$ cat config.mk
export PLATFORM = sky130hd
export DESIGN_NAME = iaa_ctrl
export DESIGN_NICKNAME = d
export VERILOG_FILES = /design/src/hdl/iaa_pkg.sv /design/src/hdl/iaa_ctrl.sv
export SDC_FILE = /design/constraint.sdc
export NUM_CORES = 2
export LEC_CHECK = 0
export ABC_AREA = 1
export ABC_CLOCK_PERIOD_IN_PS = 78000
export BUFFER_PORTS_ARGS = -buffer_cell sky130_fd_sc_hd__buf_2
export CORE_UTILIZATION = 40
export CTS_BUF_LIST = sky130_fd_sc_hd__clkbuf_16
export DETAILED_ROUTE_END_ITERATION = 6
export PLACE_DENSITY = 0.68
export SLEW_MARGIN = 0
export SYNTH_ARGS = -nofsm -noshare
export SYNTH_HDL_FRONTEND = slang
export SYNTH_SLANG_ARGS = --single-unit
$ cat constraint.sdc
create_clock -name mclk_i -period 78 [get_ports mclk_i]
set_input_delay 3.9 -clock mclk_i [delete_from_list [all_inputs] [get_ports mclk_i]]
set_output_delay 3.9 -clock mclk_i [all_outputs]
set_load 0.03 [all_outputs]
$ cat src/hdl/iaa_pkg.sv
// package: register map, modes, field layouts and constants of the adjust controller
package iaa_pkg;
	localparam int CW = 12;
	localparam int PW = 16;
	localparam int NREG = 2;
	// register offsets
	localparam logic [7:0] A_MODE = 8'h00;
	localparam logic [7:0] A_RSEL = 8'h04;
	localparam logic [7:0] A_RUSE = 8'h08;
	localparam logic [7:0] A_RXOF = 8'h0C;
	localparam logic [7:0] A_RWID = 8'h10;
	localparam logic [7:0] A_RYOF = 8'h14;
	localparam logic [7:0] A_RHGT = 8'h18;
	localparam logic [7:0] A_WXOF = 8'h1C;
	localparam logic [7:0] A_WWID = 8'h20;
	localparam logic [7:0] A_WYOF = 8'h24;
	localparam logic [7:0] A_WHGT = 8'h28;
	localparam logic [7:0] A_TGT = 8'h2C;
	localparam logic [7:0] A_GLIM = 8'h30;
	localparam logic [7:0] A_ELIM = 8'h34;
	localparam logic [7:0] A_GAIN = 8'h38;
	localparam logic [7:0] A_EXPO = 8'h3C;
	localparam logic [7:0] A_BAL = 8'h40;
	localparam logic [7:0] A_STAT = 8'h44;
	// field positions in the mode register
	localparam int F_GAIN = 0;
	localparam int F_EXPO = 2;
	localparam int F_BAL = 4;
	localparam int F_SEQ = 8;
	localparam int F_FACT = 9;
	localparam int F_HALF = 10;
	// mode encoding
	localparam logic [1:0] M_OFF = 2'h0;
	localparam logic [1:0] M_ONCE = 2'h1;
	localparam logic [1:0] M_CONT = 2'h2;
	localparam logic [4:0] ONCE_MAX = 5'h1E;
	localparam logic [1:0] START_DELAY = 2'h2;
	localparam logic [PW-1:0] STEP = 16'h0001;
	localparam logic [PW-1:0] TOL = 16'h0002;
	localparam logic [PW-1:0] TGT_RST = 16'h0080;
	localparam logic [PW-1:0] PAR_RST = 16'h0100;
	localparam logic [PW-1:0] LIM_HI_RST = 16'hFFFF;
	localparam logic [CW-1:0] SENS_W = 12'h400;
	localparam logic [CW-1:0] SENS_H = 12'h400;
	// a rectangle on the sensor
	typedef struct packed {
		logic [CW-1:0] xo;
		logic [CW-1:0] w;
		logic [CW-1:0] yo;
		logic [CW-1:0] h;
	} iaa_rect_s;
	// one pixel from the binned pipeline
	typedef struct packed {
		logic valid;
		logic [CW-1:0] col;
		logic [CW-1:0] row;
		logic [7:0] luma;
		logic [7:0] red;
		logic [7:0] blue;
	} iaa_pix_s;
endpackage : iaa_pkg

$ cat src/hdl/iaa_ctrl.sv
// file: top of the per-frame automatic gain, exposure and colour balance controller
//
// The register addresses and the strobed register port were decided locally.
`timescale 1ns/1ps
`default_nettype none
// Function
// - all functions off after reset
// - factory startup set enables exposure automatically
// - sequencer enabled freezes all automatic functions
// - manual writes ignored while function adjusts
// - keep parameter within lower and upper limits
// - unreachable target: approach as close possible
// - statistics taken from binned pixel stream
// - single-shot stops itself when target reached
// - single-shot gives up after 30 images
// - repeating adjusts every or every second image
// - off keeps last automatic value in force
// - modes changeable live, short start delay
// - region is offsets and sizes from origin
// - regions independent of output window, anywhere
// - use pixels in region and window only
// - default: brightness region 1, balance region 2
// - gain and exposure share region flag, separate modes
// - all functions may run together
// - no overlap keeps gain at manual value
// - gain driven until region average meets target
module iaa_ctrl #(
	parameter int NR = iaa_pkg::NREG
) (
	input wire logic mclk_i,
	input wire logic rst_i,
	input wire logic [7:0] addr_i,
	input wire logic [31:0] wdata_i,
	input wire logic wr_i,
	input wire logic rd_i,
	output logic [31:0] rdata_o,
	input wire logic factory_start_i,
	input wire logic frame_end_i,
	input wire iaa_pkg::iaa_pix_s pix_i,
	output logic [15:0] gain_o,
	output logic [15:0] expo_o,
	output logic [15:0] bal_o
);
	localparam int CW = iaa_pkg::CW;
	localparam int PW = iaa_pkg::PW;
	typedef enum logic [2:0] {
		ST_IDLE = 3'b001,
		ST_WAIT = 3'b010,
		ST_RUN = 3'b100
	} iaa_st_e;

	// inside test for one rectangle, used for every region and the window
	function automatic logic in_rect(input iaa_pkg::iaa_rect_s r,
		input logic [CW-1:0] c, input logic [CW-1:0] y);
		in_rect = (c >= r.xo) && (c < r.xo + r.w) &&
			(y >= r.yo) && (y < r.yo + r.h);
	endfunction : in_rect

	// one control step toward target, clamped to the limits
	function automatic logic [PW-1:0] step(input logic [PW-1:0] p,
		input logic [PW-1:0] avg, input logic [PW-1:0] tgt,
		input logic [PW-1:0] lo, input logic [PW-1:0] hi);
		logic [PW-1:0] q;
		q = p;
		if (avg + iaa_pkg::TOL < tgt && p < hi)
			q = p + iaa_pkg::STEP;
		else if (avg > tgt + iaa_pkg::TOL && p > lo)
			q = p - iaa_pkg::STEP;
		if (q > hi)
			q = hi;
		if (q < lo)
			q = lo;
		step = q;
	endfunction : step

	function automatic logic near(input logic [PW-1:0] avg,
		input logic [PW-1:0] tgt);
		near = (avg + iaa_pkg::TOL >= tgt) && (avg <= tgt + iaa_pkg::TOL);
	endfunction : near

	// registers
	logic [1:0] mode_r [3], mode_nxt [3];
	logic seq_r, seq_nxt, half_r, half_nxt;
	logic [0:0] rsel_r, rsel_nxt;
	logic use_b_r [NR], use_b_nxt [NR], use_c_r [NR], use_c_nxt [NR];
	iaa_pkg::iaa_rect_s reg_r [NR], reg_nxt [NR];
	iaa_pkg::iaa_rect_s win_r, win_nxt;
	logic [PW-1:0] tgt_r, tgt_nxt;
	logic [PW-1:0] glo_r, glo_nxt, ghi_r, ghi_nxt;
	logic [PW-1:0] elo_r, elo_nxt, ehi_r, ehi_nxt;
	logic [PW-1:0] par_r [3], par_nxt [3];
	logic [31:0] rdata_nxt;
	// per-frame statistics
	logic [31:0] sb_r, sb_nxt, sr_r, sr_nxt, su_r, su_nxt;
	logic [23:0] nb_r, nb_nxt, nc_r, nc_nxt;
	logic [PW-1:0] avgb, avgc;
	// per-function sequencing
	iaa_st_e st_r [3], st_nxt [3];
	logic [1:0] dly_r [3], dly_nxt [3];
	logic [4:0] cnt_r [3], cnt_nxt [3];
	logic skip_r, skip_nxt;
	logic boot_r, boot_nxt;
	logic in_b, in_c, hit;

	// pixel classification: region membership and output window together
	always_comb begin
		in_b = 1'b0;
		in_c = 1'b0;
		hit = pix_i.valid && in_rect(win_r, pix_i.col, pix_i.row);
		for (int i = 0; i < NR; i++) begin
			if (use_b_r[i] && in_rect(reg_r[i], pix_i.col, pix_i.row))
				in_b = 1'b1;
			if (use_c_r[i] && in_rect(reg_r[i], pix_i.col, pix_i.row))
				in_c = 1'b1;
		end
		in_b = in_b && hit;
		in_c = in_c && hit;
	end

	// averages come from a combinational divider on the running sums every cycle; cost traded for simplicity
	always_comb begin
		avgb = (nb_r == 24'h00_0000) ? '0 : PW'(sb_r / 32'(nb_r));
		avgc = (nc_r == 24'h00_0000) ? '0 : PW'(sr_r / 32'(nc_r));
	end

	// accumulate binned luma and colour sums over the frame
	always_comb begin
		sb_nxt = sb_r;
		sr_nxt = sr_r;
		su_nxt = su_r;
		nb_nxt = nb_r;
		nc_nxt = nc_r;
		if (frame_end_i) begin
			sb_nxt = '0;
			sr_nxt = '0;
			su_nxt = '0;
			nb_nxt = '0;
			nc_nxt = '0;
		end else begin
			if (in_b) begin
				sb_nxt = sb_r + 32'(pix_i.luma);
				nb_nxt = nb_r + 24'h00_0001;
			end
			if (in_c) begin
				// red minus blue offset around the target midpoint
				sr_nxt = sr_r + 32'(pix_i.red) + 32'h0000_0080 - 32'(pix_i.blue);
				su_nxt = su_r + 32'(pix_i.blue);
				nc_nxt = nc_r + 24'h00_0001;
			end
		end
	end

	// function sequencing, bus writes and parameter updates
	always_comb begin
		logic [PW-1:0] lo, hi, avg;
		logic cnt_ok, adj;
		lo = '0;
		hi = '0;
		avg = '0;
		cnt_ok = 1'b0;
		adj = 1'b0;
		seq_nxt = seq_r;
		half_nxt = half_r;
		rsel_nxt = rsel_r;
		win_nxt = win_r;
		tgt_nxt = tgt_r;
		glo_nxt = glo_r;
		ghi_nxt = ghi_r;
		elo_nxt = elo_r;
		ehi_nxt = ehi_r;
		skip_nxt = skip_r;
		boot_nxt = 1'b0;
		for (int i = 0; i < NR; i++) begin
			use_b_nxt[i] = use_b_r[i];
			use_c_nxt[i] = use_c_r[i];
			reg_nxt[i] = reg_r[i];
		end
		for (int f = 0; f < 3; f++) begin
			mode_nxt[f] = mode_r[f];
			par_nxt[f] = par_r[f];
			st_nxt[f] = st_r[f];
			dly_nxt[f] = dly_r[f];
			cnt_nxt[f] = cnt_r[f];
		end
		// strapped startup set caught once after reset release
		if (boot_r && factory_start_i)
			mode_nxt[1] = iaa_pkg::M_CONT;
		if (wr_i) begin
			case (addr_i)
				iaa_pkg::A_MODE: begin
					mode_nxt[0] = wdata_i[iaa_pkg::F_GAIN +: 2];
					mode_nxt[1] = wdata_i[iaa_pkg::F_EXPO +: 2];
					mode_nxt[2] = wdata_i[iaa_pkg::F_BAL +: 2];
					seq_nxt = wdata_i[iaa_pkg::F_SEQ];
					half_nxt = wdata_i[iaa_pkg::F_HALF];
				end
				iaa_pkg::A_RSEL: rsel_nxt = wdata_i[0:0];
				iaa_pkg::A_RUSE: begin
					use_b_nxt[rsel_r] = wdata_i[0];
					use_c_nxt[rsel_r] = wdata_i[1];
				end
				iaa_pkg::A_RXOF: reg_nxt[rsel_r].xo = wdata_i[CW-1:0];
				iaa_pkg::A_RWID: reg_nxt[rsel_r].w = wdata_i[CW-1:0];
				iaa_pkg::A_RYOF: reg_nxt[rsel_r].yo = wdata_i[CW-1:0];
				iaa_pkg::A_RHGT: reg_nxt[rsel_r].h = wdata_i[CW-1:0];
				iaa_pkg::A_WXOF: win_nxt.xo = wdata_i[CW-1:0];
				iaa_pkg::A_WWID: win_nxt.w = wdata_i[CW-1:0];
				iaa_pkg::A_WYOF: win_nxt.yo = wdata_i[CW-1:0];
				iaa_pkg::A_WHGT: win_nxt.h = wdata_i[CW-1:0];
				iaa_pkg::A_TGT: tgt_nxt = wdata_i[PW-1:0];
				iaa_pkg::A_GLIM: begin
					glo_nxt = wdata_i[PW-1:0];
					ghi_nxt = wdata_i[31:PW];
				end
				iaa_pkg::A_ELIM: begin
					elo_nxt = wdata_i[PW-1:0];
					ehi_nxt = wdata_i[31:PW];
				end
				iaa_pkg::A_GAIN:
					if (st_r[0] == ST_IDLE && mode_r[0] == iaa_pkg::M_OFF)
						par_nxt[0] = wdata_i[PW-1:0];
				iaa_pkg::A_EXPO:
					if (st_r[1] == ST_IDLE && mode_r[1] == iaa_pkg::M_OFF)
						par_nxt[1] = wdata_i[PW-1:0];
				iaa_pkg::A_BAL:
					if (st_r[2] == ST_IDLE && mode_r[2] == iaa_pkg::M_OFF)
						par_nxt[2] = wdata_i[PW-1:0];
				default: ;
			endcase
		end
		if (frame_end_i) begin
			skip_nxt = half_r ? !skip_r : 1'b0;
			for (int f = 0; f < 3; f++) begin
				lo = (f == 0) ? glo_r : (f == 1) ? elo_r : '0;
				hi = (f == 0) ? ghi_r : (f == 1) ? ehi_r
					: iaa_pkg::LIM_HI_RST;
				avg = (f == 2) ? avgc : avgb;
				cnt_ok = (f == 2) ? (nc_r != 24'h00_0000)
					: (nb_r != 24'h00_0000);
				adj = 1'b0;
				case (st_r[f])
					ST_IDLE:
						if (mode_r[f] != iaa_pkg::M_OFF && !seq_r) begin
							st_nxt[f] = ST_WAIT;
							dly_nxt[f] = iaa_pkg::START_DELAY;
							cnt_nxt[f] = '0;
						end
					ST_WAIT:
						if (dly_r[f] == 2'h0)
							st_nxt[f] = ST_RUN;
						else
							dly_nxt[f] = dly_r[f] - 2'h1;
					ST_RUN:
						adj = !skip_r;
					default: st_nxt[f] = ST_IDLE;
				endcase
				// no pixels in the overlap leaves the parameter as set
				if (adj && cnt_ok)
					par_nxt[f] = step(par_r[f], avg,
						(f == 2) ? iaa_pkg::TGT_RST : tgt_r, lo, hi);
				if (st_r[f] == ST_RUN && mode_r[f] == iaa_pkg::M_ONCE) begin
					cnt_nxt[f] = cnt_r[f] + 5'h01;
					if ((cnt_ok && near(avg, (f == 2) ? iaa_pkg::TGT_RST : tgt_r))
						|| cnt_r[f] + 5'h01 >= iaa_pkg::ONCE_MAX) begin
						mode_nxt[f] = iaa_pkg::M_OFF;
						st_nxt[f] = ST_IDLE;
					end
				end
			end
		end
		// leaving a mode stops adjusting; last value stays in par_r
		for (int f = 0; f < 3; f++)
			if (mode_nxt[f] == iaa_pkg::M_OFF || seq_nxt)
				st_nxt[f] = ST_IDLE;
	end

	// read mux; unmapped offsets read zero
	always_comb begin
		rdata_nxt = '0;
		if (rd_i) begin
			case (addr_i)
				iaa_pkg::A_MODE: begin
					rdata_nxt[iaa_pkg::F_GAIN +: 2] = mode_r[0];
					rdata_nxt[iaa_pkg::F_EXPO +: 2] = mode_r[1];
					rdata_nxt[iaa_pkg::F_BAL +: 2] = mode_r[2];
					rdata_nxt[iaa_pkg::F_SEQ] = seq_r;
					rdata_nxt[iaa_pkg::F_HALF] = half_r;
				end
				iaa_pkg::A_RSEL: rdata_nxt[0:0] = rsel_r;
				iaa_pkg::A_RUSE: rdata_nxt[1:0] = {use_c_r[rsel_r], use_b_r[rsel_r]};
				iaa_pkg::A_RXOF: rdata_nxt[CW-1:0] = reg_r[rsel_r].xo;
				iaa_pkg::A_RWID: rdata_nxt[CW-1:0] = reg_r[rsel_r].w;
				iaa_pkg::A_RYOF: rdata_nxt[CW-1:0] = reg_r[rsel_r].yo;
				iaa_pkg::A_RHGT: rdata_nxt[CW-1:0] = reg_r[rsel_r].h;
				iaa_pkg::A_WXOF: rdata_nxt[CW-1:0] = win_r.xo;
				iaa_pkg::A_WWID: rdata_nxt[CW-1:0] = win_r.w;
				iaa_pkg::A_WYOF: rdata_nxt[CW-1:0] = win_r.yo;
				iaa_pkg::A_WHGT: rdata_nxt[CW-1:0] = win_r.h;
				iaa_pkg::A_TGT: rdata_nxt[PW-1:0] = tgt_r;
				iaa_pkg::A_GLIM: rdata_nxt = {ghi_r, glo_r};
				iaa_pkg::A_ELIM: rdata_nxt = {ehi_r, elo_r};
				iaa_pkg::A_GAIN: rdata_nxt[PW-1:0] = par_r[0];
				iaa_pkg::A_EXPO: rdata_nxt[PW-1:0] = par_r[1];
				iaa_pkg::A_BAL: rdata_nxt[PW-1:0] = par_r[2];
				iaa_pkg::A_STAT: rdata_nxt[PW-1:0] = avgb;
				default: rdata_nxt = '0;
			endcase
		end
	end

	// register stage; reset defaults put everything off
	always_ff @(posedge mclk_i) begin
		if (rst_i) begin
			seq_r <= 1'b0;
			half_r <= 1'b0;
			rsel_r <= '0;
			win_r <= '{xo: '0, w: iaa_pkg::SENS_W, yo: '0, h: iaa_pkg::SENS_H};
			tgt_r <= iaa_pkg::TGT_RST;
			glo_r <= '0;
			ghi_r <= iaa_pkg::LIM_HI_RST;
			elo_r <= '0;
			ehi_r <= iaa_pkg::LIM_HI_RST;
			skip_r <= 1'b0;
			boot_r <= 1'b1;
			rdata_o <= '0;
			sb_r <= '0;
			sr_r <= '0;
			su_r <= '0;
			nb_r <= '0;
			nc_r <= '0;
			for (int i = 0; i < NR; i++) begin
				use_b_r[i] <= (i == 0);
				use_c_r[i] <= (i == 1);
				reg_r[i] <= '{xo: '0, w: iaa_pkg::SENS_W, yo: '0, h: iaa_pkg::SENS_H};
			end
			for (int f = 0; f < 3; f++) begin
				mode_r[f] <= iaa_pkg::M_OFF;
				par_r[f] <= iaa_pkg::PAR_RST;
				st_r[f] <= ST_IDLE;
				dly_r[f] <= '0;
				cnt_r[f] <= '0;
			end
		end else begin
			seq_r <= seq_nxt;
			half_r <= half_nxt;
			rsel_r <= rsel_nxt;
			win_r <= win_nxt;
			tgt_r <= tgt_nxt;
			glo_r <= glo_nxt;
			ghi_r <= ghi_nxt;
			elo_r <= elo_nxt;
			ehi_r <= ehi_nxt;
			skip_r <= skip_nxt;
			boot_r <= boot_nxt;
			rdata_o <= rdata_nxt;
			sb_r <= sb_nxt;
			sr_r <= sr_nxt;
			su_r <= su_nxt;
			nb_r <= nb_nxt;
			nc_r <= nc_nxt;
			for (int i = 0; i < NR; i++) begin
				use_b_r[i] <= use_b_nxt[i];
				use_c_r[i] <= use_c_nxt[i];
				reg_r[i] <= reg_nxt[i];
			end
			for (int f = 0; f < 3; f++) begin
				mode_r[f] <= mode_nxt[f];
				par_r[f] <= par_nxt[f];
				st_r[f] <= st_nxt[f];
				dly_r[f] <= dly_nxt[f];
				cnt_r[f] <= cnt_nxt[f];
			end
		end
	end

	// applied parameters straight from their registers
	assign gain_o = par_r[0];
	assign expo_o = par_r[1];
	assign bal_o = par_r[2];
endmodule : iaa_ctrl
`default_nettype wire

==> reports/metrics.yaml <==
slew_viol_final: 0
layout.cells.most_common: "sky130_fd_sc_hd__nand2_1"
layout.cells.most_common_list: "2414 x sky130_fd_sc_hd__nand2_1, 1705 x sky130_fd_sc_hd__inv_1, 1274 x sky130_fd_sc_hd__buf_4"
design.core.area_um2: 215500
clockRootBuffer: "sky130_fd_sc_hd__clkbuf_16"
floorplan.die_area_um2: 219400
clock_skew_ns: 0.04212
grt_start_max_net_pins: 81
grt_pass1_vias: 85007
timing_worst_setup_path_type: "reg -> reg"
maximum_fanout_count_along_the_critical_path: 20
cts_tree: "yes"
timing.critical_path.arrival_ns: 78.57
syn_area_per_cell_um2: 6.438
cts_sinks: 462
netlist_area_um2: 87030
post-route-min-period_ns: 77.96
gp_congestion: 1.009
slowest_stage: "sky130_fd_sc_hd__or4_4"
flop_and_latch_count_out_of_synthesis: 462
startpoint_type_of_the_worst_setup_path: "register"
hold_viol_final: 0
synth_edf_count: 0
ys_warn_count: 0
mappedNetlistNets: 15087
detail_route.wl_per_cell_um: 17.89
start_util_pct: 40.39
ys.flop_type: "sky130_fd_sc_hd__dfxtp_1"
drtAntennaViolNets: 0
track_usage_pct: 25.97
dr.first_iter.drc_count: 7794
critical_path.endpoint_type: "register"
cts.path.max_buffers: 3
detailedRoute.firstPassIterationCount: 7
drv_cap: 0
vias: 95965
sequential_element_share_of_the_synthesized_area_pct: 10.63
grt_pass1_wl_mm: 462.1
required_time_of_the_worst_setup_path_ns: 78.62
io-pin-count: 175
critical_path.most_common_cell: "sky130_fd_sc_hd__nand2_2"
post_synth_num_cell_types: 103
filler_cell_count: 20537
tns_ns: 0
run_status: "completed"
floorplan.die.width_um: 468.4
grt_setup_unrepaired: "true"
min_period_over_period_pct: 99.94
drive_gt1_share_pct: 26.53
post-route-drc-count: 0
post-route-util_pct: 51.71
share_of_synthesized_registers_carrying_an_async_set_or_reset_pct: 0
synthesis.instances: 13517
route.final.wire_length_mm: 315.4
port_buffers: 174
tritoncts.num_buffers: 59
sequential_cell_area_um2: 9259
min_path_type: "reg -> reg"
timing.final.setup_violations: 0
clock_latency_ns: 0.71
final_net_count: 16305
area.growth.synth_to_final_pct: 28.02
antenna_found_initial: 20
slew_headroom_pct: 6.456
globalRouteOverflowTotal: 0
htree_levels: 2
clk_transition_reported_paths_ns: 0.07
fmax_mhz: 12.83
die_h_um: 468.4
worst_slew_pin_slew_ns: 1.398
multi_input_combinational_cell_area_um2: 76940
drt-vias-per-instance: 5.443
rows: 170
hpwl_mm: 232.6
cpPeakStageDelay_ns: 0.53
Yosys cell counts, types with 58 or more instances:
master | instances | share of area (%)
sky130_fd_sc_hd__ha_1 | 1460 | 21
sky130_fd_sc_hd__o21bai_1 | 105 | 0.91
sky130_fd_sc_hd__inv_1 | 1870 | 8.1
sky130_fd_sc_hd__nand3_2 | 86 | 0.99
sky130_fd_sc_hd__or2_2 | 116 | 0.83
sky130_fd_sc_hd__nor2_1 | 747 | 3.2
sky130_fd_sc_hd__nor3_1 | 169 | 0.97
sky130_fd_sc_hd__a21o_1 | 58 | 0.50
sky130_fd_sc_hd__nand4_1 | 160 | 1.2
sky130_fd_sc_hd__nand3_1 | 517 | 3.0
sky130_fd_sc_hd__a21oi_1 | 1312 | 7.5
sky130_fd_sc_hd__o21ai_1 | 105 | 0.60
sky130_fd_sc_hd__inv_2 | 135 | 0.58
sky130_fd_sc_hd__o211ai_1 | 73 | 0.63
sky130_fd_sc_hd__nor4_1 | 67 | 0.48
sky130_fd_sc_hd__nand2_2 | 116 | 0.83
sky130_fd_sc_hd__clkbuf_1 | 298 | 1.3
sky130_fd_sc_hd__a21oi_2 | 99 | 1.0
sky130_fd_sc_hd__xnor2_1 | 271 | 2.7
sky130_fd_sc_hd__dfxtp_1 | 462 | 11
sky130_fd_sc_hd__xor2_1 | 585 | 5.9
sky130_fd_sc_hd__nand2_1 | 2747 | 12
sky130_fd_sc_hd__a211oi_1 | 80 | 0.69
sky130_fd_sc_hd__o21ai_0 | 1053 | 6.1
final timing paths:
kind	start	endpoint	slack [ns]	depth (start not counted)
setup / recovery	nb_r[18]$_SDFFE_PP0P_	par_r[0][11]$_SDFF_PP0_	0.04	690
hold / removal	ehi_r[13]$_SDFFE_PP1P_	rdata_o[29]$_SDFF_PP0_	0.47	2
setup reg to reg	nb_r[18]$_SDFFE_PP0P_	par_r[0][11]$_SDFF_PP0_	0.04	690
hold reg to reg	ehi_r[13]$_SDFFE_PP1P_	rdata_o[29]$_SDFF_PP0_	0.47	2
final cells by class:
type	instances	area share [%]
Antenna cell	12	0.02695
Clock buffer	59	1.325
Clock inverter	49	0.4324
Inverter	2036	7.085
Multi-Input combinational cell	10626	69.06
Sequential cell	462	8.311
Tap cell	2838	3.187
Timing Repair Buffer	1546	10.55
Timing Repair inverter	4	0.02583
logic make-up (layout without fill, tap and decap cells):
kind of cell,count (synthesis),after routing,synth area share [%]
flops,462,462,10.63
compound gates,3335,3335,22.65
xor+xnor,856,856,8.615
fa+ha+maj,1475,1475,21.34
simple gates,4943,4947,25.59
other cells,0,12,0
buf+inv,2433,3694,11.03
mux,13,13,0.1495
registers in the layout (all words and copies together) (netlist names), 24 cells and up, named ones only:
register / flops
nc_r: 24
nb_r: 24
rdata_o: 32
par_r: 48
win_r: 48
sr_r: 32
sb_r: 32
reg_r: 96
through the flow:
| step | std cells | instance area (µm²) | setup WS [ns] | hold slack (ns) |
|---|---|---|---|---|
| global route | 17624 | 111400 | -5.810 | 0.4869 |
| floorplan | 13517 | 88550 | -0.7321 | 0.4400 |
| finish | 17632 | 111400 | 0.04319 | 0.4672 |
| detailed placement | 16976 | 97130 | -1.996 | 0.4541 |
| global placement | 16976 | 97130 | -0.4682 | 0.4453 |
| CTS | 17140 | 99960 | 0.003340 | 0.4690 |
timing repair:
| action | in CTS | in global routing |
|---|---|---|
| buffers inserted | 52 | 471 |
| setup endpoints to repair | 53 | 65 |
| hold buffers | 0 | 0 |
| resized for setup | 121 | 1810 |
| gates cloned | 4 | 11 |
| endpoints found under the hold margin | 0 | 0 |
| pin swaps | 78 | 931 |
routing by layer:
| layer | vias to the layer above | wire (µm) | share of wire, % | track usage [%] |
|---|---|---|---|---|
| li1 | 47858 | - | - | - |
| met1 | 44186 | 138900 | 44 | 35.11 |
| met5 | - | 78 | 0.025 | 0.02165 |
| met3 | 723 | 22090 | 7.0 | 3.425 |
| met2 | 3186 | 141500 | 45 | 42.25 |
| met4 | 12 | 12810 | 4.1 | 8.579 |
critical path: cells and delay by family, from the launching register on:
kind | cells | cell delay, ns
buffers and inverters | 156 | 11.22
adders and majority gates | 33 | 8.66
DFF | 1 | 0.36
AOI/OAI and AO/OA | 235 | 32.50
xor gates and xnor gates | 3 | 0.52
and+or+nand+nor | 263 | 24.35
Power is not shown: default switching activity piles up to over one toggle a cycle in this logic, so the estimate is an artifact.
